**src/common/kbd_pin_consts.vh**
```
`ifndef KBD_PIN_CONSTS_VH
`define KBD_PIN_CONSTS_VH
`define SYNC_RESET_VAL 2'h0
`define BIT_LOW 1'h0
`define BIT_HIGH 1'h1
`define OSC_SYNC_RESET 3'h0
`endif

```
**src/core/sync2.v**
```verilog
`timescale 1ns/1ps
`include "kbd_pin_consts.vh"
module sync2 (
    // Clock, reset and enable
    input wire clk_i,
    input wire rst_n_i,
    input wire ce_i,
    // Data
    input wire d_i,
    output wire q_o
);
    reg [1:0] sync_reg;
    always @(posedge clk_i or negedge rst_n_i) begin
        if (!rst_n_i) begin
            sync_reg <= `SYNC_RESET_VAL;
        end else if (ce_i) begin
            sync_reg <= {sync_reg[0], d_i};
        end
    end
    assign q_o = sync_reg[1];
endmodule // sync2

```
**src/core/kbd_mouse_rtc_pin_routing.v**
```verilog
`timescale 1ns/1ps
`include "kbd_pin_consts.vh"
module kbd_mouse_rtc_pin_routing (
    // Clock, reset, enable
    input wire clk_i,
    input wire resetn_i,
    input wire ce_i,
    // Control
    input wire kbd_ctrl_enable_bit_i,
    // Keyboard controller side
    input wire kbc_kclk_out_i,
    input wire kbc_kbd_data_pin_out_i,
    input wire kbc_mclk_out_i,
    input wire kbc_mdat_out_i,
    input wire ext_turbo_req_i,
    output reg kbc_kclk_in_o,
    output reg kbc_test_port_input_o,
    output reg kbc_port_pair_o,
    output reg kbc_mclk_in_o,
    output reg kbc_mdat_in_o,
    output reg turbo_req_o,
    output reg irq1_o,
    // Keyboard and pointer pins
    input wire kbd_clock_or_irq_pin_i,
    output reg kbd_clock_or_irq_pin_o,
    output reg kbd_clock_or_irq_pin_oe_o,
    input wire kbd_data_pin_i,
    output reg kbd_data_pin_o,
    output reg kbd_data_pin_oe_o,
    input wire pointer_clock_pin_i,
    output reg pointer_clock_pin_o,
    output reg pointer_clock_pin_oe_o,
    input wire pointer_data_or_speed_request_pin_i,
    output reg pointer_data_or_speed_request_pin_o,
    output reg pointer_data_or_speed_request_pin_oe_o,
    // Clock-calendar
    input wire rtc_irq_drive_i,
    input wire clock_calendar_irq_pin_i,
    output reg clock_calendar_irq_pin_o,
    output reg clock_calendar_irq_pin_oe_o,
    output reg irq8_o,
    input wire clock_calendar_osc_in_i,
    output reg rtc_tick_o
);
    // ==========================================
    // Reset release
    reg [1:0] rst_sync_reg;
    wire rst_n;
    always @(posedge clk_i or negedge resetn_i) begin
        if (!resetn_i) begin
            rst_sync_reg <= `SYNC_RESET_VAL;
        end else begin
            rst_sync_reg <= {rst_sync_reg[0], `BIT_HIGH};
        end
    end
    assign rst_n = rst_sync_reg[1];

    // ==========================================
    // Pin synchronisers
    wire kclk_s;
    wire kbd_data_pin_s;
    wire mclk_s;
    wire mdat_s;
    wire rirq_s;
    wire osc_s;
    sync2 u_kclk (.clk_i(clk_i), .rst_n_i(rst_n), .ce_i(ce_i), .d_i(kbd_clock_or_irq_pin_i), .q_o(kclk_s));
    sync2 u_kbd_data_pin (.clk_i(clk_i), .rst_n_i(rst_n), .ce_i(ce_i), .d_i(kbd_data_pin_i), .q_o(kbd_data_pin_s));
    sync2 u_mclk (.clk_i(clk_i), .rst_n_i(rst_n), .ce_i(ce_i), .d_i(pointer_clock_pin_i), .q_o(mclk_s));
    sync2 u_mdat (.clk_i(clk_i), .rst_n_i(rst_n), .ce_i(ce_i),
        .d_i(pointer_data_or_speed_request_pin_i), .q_o(mdat_s));
    sync2 u_rirq (.clk_i(clk_i), .rst_n_i(rst_n), .ce_i(ce_i), .d_i(clock_calendar_irq_pin_i), .q_o(rirq_s));
    sync2 u_osc (.clk_i(clk_i), .rst_n_i(rst_n), .ce_i(ce_i), .d_i(clock_calendar_osc_in_i), .q_o(osc_s));

    // ==========================================
    // Routing
    reg osc_prev_reg;
    wire en;
    assign en = kbd_ctrl_enable_bit_i;
    always @(posedge clk_i or negedge rst_n) begin
        if (!rst_n) begin
            kbc_kclk_in_o <= `BIT_HIGH;
            kbc_test_port_input_o <= `BIT_HIGH;
            kbc_port_pair_o <= `BIT_HIGH;
            kbc_mclk_in_o <= `BIT_HIGH;
            kbc_mdat_in_o <= `BIT_HIGH;
            turbo_req_o <= `BIT_LOW;
            irq1_o <= `BIT_LOW;
            kbd_clock_or_irq_pin_o <= `BIT_LOW;
            kbd_clock_or_irq_pin_oe_o <= `BIT_LOW;
            kbd_data_pin_o <= `BIT_LOW;
            kbd_data_pin_oe_o <= `BIT_LOW;
            pointer_clock_pin_o <= `BIT_LOW;
            pointer_clock_pin_oe_o <= `BIT_LOW;
            pointer_data_or_speed_request_pin_o <= `BIT_LOW;
            pointer_data_or_speed_request_pin_oe_o <= `BIT_LOW;
            clock_calendar_irq_pin_o <= `BIT_LOW;
            clock_calendar_irq_pin_oe_o <= `BIT_LOW;
            irq8_o <= `BIT_LOW;
            osc_prev_reg <= `BIT_LOW;
            rtc_tick_o <= `BIT_LOW;
        end else if (ce_i) begin
            // Keyboard clock or external IRQ1
            kbc_kclk_in_o <= en ? kclk_s : `BIT_HIGH;
            irq1_o <= en ? `BIT_LOW : kclk_s;
            kbd_clock_or_irq_pin_o <= `BIT_LOW;
            kbd_clock_or_irq_pin_oe_o <= en & ~kbc_kclk_out_i;
            // Keyboard data
            kbc_test_port_input_o <= en ? kbd_data_pin_s : `BIT_HIGH;
            kbc_port_pair_o <= en ? kbd_data_pin_s : `BIT_HIGH;
            kbd_data_pin_o <= `BIT_LOW;
            kbd_data_pin_oe_o <= en & ~kbc_kbd_data_pin_out_i;
            // Pointer clock
            kbc_mclk_in_o <= en ? mclk_s : `BIT_HIGH;
            pointer_clock_pin_o <= `BIT_LOW;
            pointer_clock_pin_oe_o <= en & ~kbc_mclk_out_i;
            // Pointer data or speed request
            kbc_mdat_in_o <= en ? mdat_s : `BIT_HIGH;
            pointer_data_or_speed_request_pin_o <= `BIT_LOW;
            pointer_data_or_speed_request_pin_oe_o <= en & ~kbc_mdat_out_i;
            turbo_req_o <= ext_turbo_req_i | (~en & mdat_s);
            // Clock-calendar interrupt, open drain
            clock_calendar_irq_pin_o <= `BIT_LOW;
            clock_calendar_irq_pin_oe_o <= rtc_irq_drive_i;
            irq8_o <= ~rirq_s;
            // Timebase tick on rising oscillator edge
            osc_prev_reg <= osc_s;
            rtc_tick_o <= osc_s & ~osc_prev_reg;
        end
    end
endmodule // kbd_mouse_rtc_pin_routing

```
**config.mk**
```make
export PLATFORM = sky130hd
export DESIGN_NAME = kbd_mouse_rtc_pin_routing
export DESIGN_NICKNAME = d
export VERILOG_FILES = /design/src/core/sync2.v /design/src/core/kbd_mouse_rtc_pin_routing.v
export VERILOG_INCLUDE_DIRS = /design/src /design/src/common
export SDC_FILE = /design/constraint.sdc
export NUM_CORES = 1
export LEC_CHECK = 0
export BUFFER_PORTS_ARGS = -buffer_cell sky130_fd_sc_hd__buf_4
export CORE_MARGIN = 2
export CORE_UTILIZATION = 45
export CTS_CLUSTER_SIZE = 40
export DETAILED_ROUTE_END_ITERATION = 12
export PLACE_DENSITY = 0.68
export SYNTH_ARGS = -nofsm -noshare
export SYNTH_HDL_FRONTEND = slang
export SYNTH_SLANG_ARGS = --single-unit
```
**constraint.sdc**
```tcl
create_clock -name clk_i -period 1.4 [get_ports clk_i]
set_input_delay 0.21 -clock clk_i [delete_from_list [all_inputs] [get_ports clk_i]]
set_output_delay 0.21 -clock clk_i [all_outputs]
set_load 0.03 [all_outputs]
```
==> impl_results.md, run 1 <==
* Share of total power in the clock network at 21.9%
* Synth top area share at 51.8%
* Register bit count reported by yosys at 28
* Port buffer count at 29
* Final Skew at 0.00221 ns
* Clk buf depth at 2
* Sw Pwr at 470 µW
* Final global-route overflow total at 0
* Peak supply drop at 0.000914 V
* Sw Ratio at 27.4%
* Clock tree from TritonCTS: done
* Placed inst area at 1340 µm²
* Seq pwr share at 56.1%
* Post-synthesis cell area at 1160 µm²
* Portion of total power attributed to combinational logic at 22.0%
* Crit path cell chain: buf_4
* Number of placement rows at 18
* Cell type of the slowest stage on the worst timing path: sky130_fd_sc_hd__dfstp_2
* Number of setup violations in the final report at 0
* Share of layout cells above drive strength 1 at 45.5%
* Number of global-route vias before repair at 625
* R2R setup slack at 0.60 ns
* Number of gates resized after cts at 0
* Sequential area share after synthesis at 60.9%
* Violation count after the first detailed-route iteration at 9
* Core box area at 2450 µm²
* Number of clock sinks at 28
* Gate count of the mapped netlist at 83
* Critical Path Start: kbc_port_pair_o$_DFFE_PN1P_
* Outcome: completed
* Power Dens Cells at 1240 nW/µm²
* Fin Hold WS at 0.0482 ns
* Number of clock buffers inserted by TritonCTS at 3
* Hold Vio Cnt, Final at 0
* Internal power at 1.25 mW
* H-Tree Level Count at 1
* Post-layout min period at 1.25 ns
* Leakage Power at 0.686 nW
* Start point of the worst min-delay path: kbc_kbd_data_pin_out_i
* Fin crit share at 89.1%
* Crit path launch type: register
* Worst Hold Class: input pin to register
* Max-cap check violation count at 0
* Die Height at 54.7 µm
* Sum Neg Setup Slack at 0 ns
* Post-detailed-routing wire length at 1730 µm
* Most common library cell in the layout ignoring fill and taps: sky130_fd_sc_hd__buf_4
* Ranking of synthesized cells by area: sky130_fd_sc_hd__dfrtp_1 52%, sky130_fd_sc_hd__mux2_4 14%, sky130_fd_sc_hd__dfstp_2 9.1%
* Count of pins on the block boundary at 35
* Syn-to-layout area delta at 20.0%
* Setup repair bufs after CTS at 0
* Count of unique library cells instantiated by Yosys at 19
* Die width at 54.7 µm
* Mean post-synth cell area at 14.0 µm²
* Pin count of the biggest net entering global routing at 34
* Final net count at 129
* Capturing element type of the critical path: output port
* Arrival time reported for the critical path endpoint at 1.04 ns
* Post-detailed-route wirelength per cell at 12.2 µm
* Inserted Diodes at 0
* Non-Filler Cell Area, Final at 1390 µm²
* Crit path max-delay family: flip-flops
* Later-pin clock latency in the skew report at 0.32 ns
* Dpl hpwl at 1230 µm
* Starting Density at 47.2%
* Max Fclk at 801 MHz
* Final Max Tran Viols at 0
* Clock slew seen by the registers of the worst setup and hold paths at 0.13 ns
* Start of the worst register-to-register path: kbc_kclk_in_o$_DFFE_PN1P_
* RSZ-0062 raised after global routing: no
* Design Power at 1.72 mW
* Library cell used as clock root buffer: sky130_fd_sc_hd__clkbuf_4
* Number of detailed-route iterations in the first pass at 3
* DRC violation count after routing at 0
* Die area at 3000 µm²
* Highest net fanout along the worst path at 3
* Total routing usage reported by global routing at 13.7%
* CTS hold repair buffers at 1
* Vias per Instance at 4.65
* Yosys synthesis warning count at 0
* Remaining number of nets flagged by the antenna check after routing at 0
* Wire length of the first global-routing pass at 2790 µm
* Count of vias placed by the detailed router at 661
* Initial antenna violation count at 0
* Worst endpoint required time at 1.19 ns
* Number of fill cells at 224
* Commonest cells after routing, fill and taps aside: 30 x sky130_fd_sc_hd__buf_4, 24 x sky130_fd_sc_hd__dfrtp_1, 11 x sky130_fd_sc_hd__mux2_4
* Largest area contributor in the synthesized netlist: sky130_fd_sc_hd__dfrtp_1
* Worst setup path category: register to output port
* Final RePlAce weighted congestion at 0.684
* Buffer and inverter count on the worst path at 1
* Largest incremental delay on the critical path at 0.56 ns
routing by layer:
metal	wire length, µm	track usage [%]
met1	792	17.1
met3	125	5.74
met2	789	20.6
met4	26	6.25
met5	0	0
final cells by class:
class / instances / area [µm²] / share of cell area [%]
tap: 30 / 37.5 / 2.70
clock buffer: 4 / 36.3 / 2.61
timing repair buffer: 31 / 235 / 16.9
sequential: 28 / 706 / 50.8
multi-input combinational: 40 / 342 / 24.6
inverter: 9 / 33.8 / 2.43
per-stage QoR:
stage	utilization, %	instances	setup WS [ns]
2_1_floorplan	-	87	0.392
3_3_place_gp	54.7	137	0.338
3_5_place_dp	54.7	137	0.282
4_1_cts	56.6	142	0.135
5_1_grt	56.6	142	0.0932
6_report	56.6	142	0.152
cells by family (layout without fill, tap and decap cells):
group	after synthesis	count (layout)	share of synthesized area, %
DFF	28	28	60.9
other	2	6	0.648
muxes	14	14	17.1
buffers and inverters	19	44	10.9
AOI/OAI and AO/OA	12	12	6.70
and+or+nand+nor	8	8	3.78
power groups by stage:
stage	clock, mW	combinational, mW	sequential (mW)
2_1_floorplan	0	0.183	1.07
3_3_place_gp	0	0.374	0.977
3_5_place_dp	0	0.380	0.981
4_1_cts	0.393	0.383	0.965
5_1_grt	0.428	0.412	0.977
6_report	0.376	0.379	0.964
path summary, 6_finish.rpt:
kind	to	cells past startpoint
setup / recovery	kbc_port_pair_o	1
hold / removal	kbd_data_pin_oe_o$_DFFE_PN0P_	2
setup reg to reg	kbc_kclk_in_o$_DFFE_PN1P_	2
hold reg to reg	u_mdat.sync_reg[0]$_DFFE_PN0P_	1
max in group asynchronous	kbc_mdat_in_o$_DFFE_PN1P_	1
min in group asynchronous	rst_sync_reg[0]$_DFF_PN0_	2
worst reg2reg max path: cells and delay by family (launching register included):
family          cells  cell delay, ns
flops               1            0.56
simple gates        1            0.04
compound gates      1            0.15
Yosys cell counts, drive strengths merged:
master and instances:
nand2 2, dfstp 4, nor2 2, dfrtp 24, o21ai 4, inv 9, o22a 3, o22ai 3
conb 2, buf 10, nand2b 1, mux2 13, nand3b 3, a31oi 2, mux2i 1
Note: power is estimated with default switching activity, not from simulation.
==> inputs of run 2 (changes only) <==
--- a/config.mk
+++ b/config.mk
@@ -12,6 +12,7 @@
 export CTS_CLUSTER_SIZE = 40
 export DETAILED_ROUTE_END_ITERATION = 12
 export PLACE_DENSITY = 0.68
+export SETUP_SLACK_MARGIN = 0.3
 export SYNTH_ARGS = -nofsm -noshare
 export SYNTH_HDL_FRONTEND = slang
 export SYNTH_SLANG_ARGS = --single-unit
==> run 2 against run 1 <==
Net effect:
- power is 3.7% higher
- count of clock-buffer cells in the layout stayed put
- first-iteration DRC count is 11% lower
- sequential power is 0.9% higher
- cell count is 2.8% higher
- critical path depth stayed put
- global-route usage is 0.35 points higher
- core utilization is 3.4 points higher
- cell area is 5.9% higher
- maximum frequency hardly changed
- clock skew is 0.0021 ns higher
- via count is 3.6% higher
- highest routed layer unchanged
==> impl_results.md, run 2 (synthesis gave the netlist of run 1 again) <==
* Capturing element type of the critical path: output port
* Post-detailed-route wirelength per cell at 12.3 µm
* Placed inst area at 1340 µm²
* Outcome: completed
* Final setup margin at 0.152 ns
* Final Skew at 0.00428 ns
* Die area at 3000 µm²
* Syn-to-layout area delta at 27.1%
* Sum of met2 wire segment lengths after detailed routing at 855 µm
* Number of detailed-route iterations in the first pass at 3
* Sw Ratio at 27.3%
* Inserted Diodes at 0
* DRC violation count after routing at 0
* Clock slew seen by the registers of the worst setup and hold paths at 0.14 ns
* Max-cap check violation count at 0
* Dpl ws at 0.282 ns
* Max Fclk at 801 MHz
* Remaining number of nets flagged by the antenna check after routing at 0
* Peak supply drop at 0.000920 V
* Destination of the worst register-to-register timing path: kbc_kclk_in_o$_DFFE_PN1P_
* Number of setup violations in the final report at 0
* Seq pwr share at 54.6%
* Most common library cell in the layout ignoring fill and taps: sky130_fd_sc_hd__dfrtp_1
* Core box area at 2450 µm²
* Uppermost routed layer: met4
* Crit path launch type: register
* Fin Hold WS at 0.0482 ns
* Final net count at 133
* Power Dens Cells at 1210 nW/µm²
* Arrival time reported for the critical path endpoint at 1.04 ns
* FF-to-FF path depth at 3
* Number of clock buffers inserted by TritonCTS at 3
* Die width at 54.7 µm
* Final Max Tran Viols at 0
* Number of clock sinks at 28
* Number of fill cells at 218
* Pin count of the biggest net entering global routing at 34
* Share of layout cells above drive strength 1 at 47.4%
* Leakage Power at 0.723 nW
* Final RePlAce weighted congestion at 0.684
* Die Height at 54.7 µm
* Crit path max-delay family: flip-flops
* H-Tree Level Count at 1
* Commonest cells after routing, fill and taps aside: 24 x sky130_fd_sc_hd__dfrtp_1, 20 x sky130_fd_sc_hd__buf_4, 14 x sky130_fd_sc_hd__buf_6
* Fin crit share at 89.1%
* R2R setup slack at 0.50 ns
* Multi-input gate area in the final layout at 342 µm²
* Sum Neg Setup Slack at 0 ns
* Start of the worst register-to-register path: kbc_kclk_in_o$_DFFE_PN1P_
* Portion of total power attributed to combinational logic at 24.2%
* Worst setup path category: register to output port
* Dpl hpwl at 1230 µm
* Hold Vio Cnt, Final at 0
* Total routing usage reported by global routing at 14.1%
* Count of vias placed by the detailed router at 685
* Vias per Instance at 4.69
* Wire length of the first global-routing pass at 2860 µm
* Share of total power in the clock network at 21.2%
* Crit path cell chain: buf_6
* Number of global-route vias before repair at 642
* Capturing instance or port of the critical path: kbc_test_port_input_o
* Post-layout min period at 1.25 ns
* Clock tree from TritonCTS: done
* Met3 wirelength from detailed routing at 118 µm
* Worst endpoint required time at 1.19 ns
* Initial antenna violation count at 0
* Worst Hold Class: input pin to register
* Later-pin clock latency in the skew report at 0.32 ns
* Port buffer count at 29
* Post-detailed-routing wire length at 1800 µm
* Number of placement rows at 18
* Buffer and inverter count on the worst path at 1
* RSZ-0062 raised after global routing: yes
* Clk buf depth at 2
* Cell type of the slowest stage on the worst timing path: sky130_fd_sc_hd__dfstp_2
* Non-Filler Cell Area, Final at 1470 µm²
* Starting Density at 47.2%
* Stages on the worst setup path at 1
* Library cell used as clock root buffer: sky130_fd_sc_hd__clkbuf_4
* Violation count after the first detailed-route iteration at 8
* Post-layout util at 60.0%
* Highest net fanout along the worst path at 3
* Sw Pwr at 486 µW
* Internal power at 1.30 mW
* Met1 WL at 796 µm
* Count of pins on the block boundary at 35
* FF+latch area at 706 µm²
* Largest incremental delay on the critical path at 0.58 ns
* Final global-route overflow total at 0
* Critical Path Start: kbc_port_pair_o$_DFFE_PN1P_
## run 2: cell count changes in the layout (fill, tap and decap cells not counted), sizes merged
cell  before  now
buf       30   34
## run 2: final cells by class
class                           count  share of cell area (%)
Tap cell                           30                    2.55
Inverter                            9                    2.29
Sequential cell                    28                    47.9
Timing Repair Buffer               35                    21.6
Multi-Input combinational cell     40                    23.2
Clock buffer                        4                    2.46
## run 2: worst min path at each step
| stage | startpoint | to | slack, ns | cells past startpoint |
|---|---|---|---|---|
| after floorplan | resetn_i | rst_sync_reg[0]$_DFF_PN0_ | -0.09 | 0 |
| after global placement | resetn_i | rst_sync_reg[0]$_DFF_PN0_ | -0.007 | 1 |
| after detailed placement | resetn_i | rst_sync_reg[0]$_DFF_PN0_ | -0.006 | 1 |
| after CTS | kbc_kbd_data_pin_out_i | kbd_data_pin_oe_o$_DFFE_PN0P_ | 0.04 | 2 |
| after global routing | kbc_mclk_out_i | pointer_clock_pin_oe_o$_DFFE_PN0P_ | 0.01 | 2 |
| final | kbc_kbd_data_pin_out_i | kbd_data_pin_oe_o$_DFFE_PN0P_ | 0.05 | 2 |
## run 2: power groups by stage
stage / sequential (mW) / clock, mW / combinational (mW)
final: 0.973 / 0.378 / 0.431
after global routing: 0.985 / 0.428 / 0.465
after CTS: 0.974 / 0.393 / 0.418
after detailed placement: 0.981 / 0 / 0.380
after global placement: 0.977 / 0 / 0.374
after floorplan: 1.07 / 0 / 0.183
## run 2: stage by stage
stage / std cells / total power, mW
after global routing: 146 / 1.88
after floorplan: 87 / 1.25
after CTS: 143 / 1.78
after detailed placement: 137 / 1.36
after global placement: 137 / 1.35
final: 146 / 1.78
## run 2: repair_timing
item,4_1_cts,5_1_grt
hold buffers,1,0
resized for setup,14,0
setup buffers,1,3
endpoints found under the setup margin,14,14
gates cloned,0,0
hold endpoints to repair,2,0
## run 2: routing by layer
metal  up-vias  global-route usage, %
li1        330                      -
met1       327                   17.1
met2        24                   21.8
met3         4                   5.74
met4         0                   6.25
met5         -                      0
==> inputs of run 3 (changes only) <==
--- a/config.mk
+++ b/config.mk
@@ -8,10 +8,11 @@
 export LEC_CHECK = 0
 export BUFFER_PORTS_ARGS = -buffer_cell sky130_fd_sc_hd__buf_4
 export CORE_MARGIN = 2
-export CORE_UTILIZATION = 45
+export CORE_UTILIZATION = 40
 export CTS_CLUSTER_SIZE = 40
 export DETAILED_ROUTE_END_ITERATION = 12
-export PLACE_DENSITY = 0.68
+export PLACE_DENSITY = 0.62
+export RECOVER_POWER = 100
 export SETUP_SLACK_MARGIN = 0.3
 export SYNTH_ARGS = -nofsm -noshare
 export SYNTH_HDL_FRONTEND = slang
==> run 3 against run 2 <==
Net effect:
- combinational power down 18%
- sequential share of layout area is 3.4 points higher
- sequential power down 1%
==> impl_results.md, run 3 (synthesis gave the netlist of run 1 again) <==
* Outcome: completed
* Syn-to-layout area delta at 18.6%
* Clock tree from TritonCTS: done
* Library cell used as clock root buffer: sky130_fd_sc_hd__clkbuf_4
* Number of global-route vias before repair at 674
* Leakage Power at 0.633 nW
* Commonest cells after routing, fill and taps aside: 24 x sky130_fd_sc_hd__dfrtp_1, 16 x sky130_fd_sc_hd__buf_4, 11 x sky130_fd_sc_hd__mux2_1
* Worst Hold Class: input pin to register
* Count of pins on the block boundary at 35
* Die area at 3340 µm²
* Core box area at 2760 µm²
* Later-pin clock latency in the skew report at 0.32 ns
* Dpl ws at 0.280 ns
* Max-cap check violation count at 0
* Clk buf depth at 2
* Post-detailed-route wirelength per cell at 12.6 µm
* Initial antenna violation count at 0
* DRC violation count after routing at 0
* Number of detailed-route iterations in the first pass at 3
* Crit path launch type: register
* Final net count at 134
* Largest incremental delay on the critical path at 0.61 ns
* Final Skew at 0.0130 ns
* Worst endpoint required time at 1.19 ns
* Critical Path Start: kbc_port_pair_o$_DFFE_PN1P_
* Cell type of the slowest stage on the worst timing path: sky130_fd_sc_hd__dfstp_1
* Met3 wirelength from detailed routing at 115 µm
* Wire length of the first global-routing pass at 3190 µm
* Share of layout cells above drive strength 1 at 26.5%
* Post-layout util at 49.8%
* Power Dens Cells at 1320 nW/µm²
* Number of setup violations in the final report at 0
* Sum Neg Setup Slack at 0 ns
* Worst setup path category: register to output port
* Die Height at 57.8 µm
* Hold Vio Cnt, Final at 0
* Vias per Instance at 4.58
* Final global-route overflow total at 0
* Crit path cell chain: buf_6
* Capturing element type of the critical path: output port
* Highest net fanout along the worst path at 3
* Clock slew seen by the registers of the worst setup and hold paths at 0.15 ns
* Remaining number of nets flagged by the antenna check after routing at 0
* Total routing usage reported by global routing at 12.6%
* Buffer and inverter count on the worst path at 1
* Max Fclk at 776 MHz
* Fin crit share at 92.1%
* Die width at 57.8 µm
* Final Max Tran Viols at 0
* Number of standard cells in the layout, taps in and fillers out at 148
* Peak supply drop at 0.000873 V
* Arrival time reported for the critical path endpoint at 1.08 ns
* Most common library cell in the layout ignoring fill and taps: sky130_fd_sc_hd__dfrtp_1
* Starting Density at 42.0%
* H-Tree Level Count at 1
* Pin count of the biggest net entering global routing at 34
* Inserted Diodes at 0
* Start point of the worst min-delay path: kbc_kbd_data_pin_out_i
* Slew at the pin with the worst max-slew slack at 0.663 ns
* Fin Hold WS at 0.0564 ns
* RSZ-0062 raised after global routing: yes
* Dpl hpwl at 1280 µm
* Uppermost routed layer: met4
* Number of fill cells at 258
* Post-detailed-routing wire length at 1870 µm
* Crit path max-delay family: flip-flops
* Post-layout min period at 1.29 ns
* Violation count after the first detailed-route iteration at 7
* Count of placed standard cells including taps at 138
* Number of clock buffers inserted by TritonCTS at 3
* Number of placement rows at 19
* Relative slew margins at 55.8%
* Met1 WL at 830 µm
* Number of clock sinks at 28
* Final RePlAce weighted congestion at 0.649
* Count of vias placed by the detailed router at 678
* Final setup margin at 0.111 ns
* Port buffer count at 29
* Sum of met2 wire segment lengths after detailed routing at 872 µm
* Start of the worst register-to-register path: irq8_o$_DFFE_PN0P_
==> run 3: power breakdown <==
group / switching (mW) / leakage, nW / internal, mW
Combinational: 0.206 / 0.279 / 0.146
Clock: 0.219 / 0.0279 / 0.289
Sequential: 0.0528 / 0.326 / 0.906
==> run 3: area by class of cell <==
cell class | instances | area [µm²] | share of cell area [%]
Sequential cell | 28 | 706 | 51.4
Inverter | 9 | 33.8 | 2.46
Tap cell | 31 | 38.8 | 2.82
Clock inverter | 1 | 30.0 | 2.19
Clock buffer | 3 | 22.5 | 1.64
Timing Repair Buffer | 36 | 243 | 17.7
Multi-Input combinational cell | 40 | 300 | 21.9
==> run 3: per-layer routing <==
layer | vias to the layer above | global-route usage [%]
li1 | 327 | -
met1 | 327 | 17.5
met2 | 20 | 18.5
met3 | 4 | 2.46
met4 | 0 | 7.31
met5 | - | 0
==> run 3: stage by stage <==
step / instance area, µm² / power (mW)
3_5_place_dp: 1350 / 1.36
6_report: 1370 / 1.82
4_1_cts: 1480 / 1.93
5_1_grt: 1370 / 1.92
3_3_place_gp: 1350 / 1.35
2_1_floorplan: 1170 / 1.25
==> run 3: worst paths after layout <==
| kind | slack [ns] | depth (start not counted) | to |
|---|---|---|---|
| setup / recovery | 0.11 | 1 | kbc_port_pair_o |
| min in group asynchronous | 0.17 | 2 | rst_sync_reg[0]$_DFF_PN0_ |
| setup reg to reg | 0.54 | 4 | irq8_o$_DFFE_PN0P_ |
| max in group asynchronous | 0.64 | 1 | u_rirq.sync_reg[1]$_DFFE_PN0P_ |
| hold / removal | 0.06 | 2 | kbd_data_pin_oe_o$_DFFE_PN0P_ |
| hold reg to reg | 0.35 | 1 | u_mdat.sync_reg[0]$_DFFE_PN0P_ |
==> run 3: what timing repair did <==
item                                    in CTS  in global routing
hold buffers                                 1                  0
setup buffers                                2                  3
endpoints found under the hold margin        2                  0
endpoints found under the setup margin      14                 14
resized for setup                           14                  0
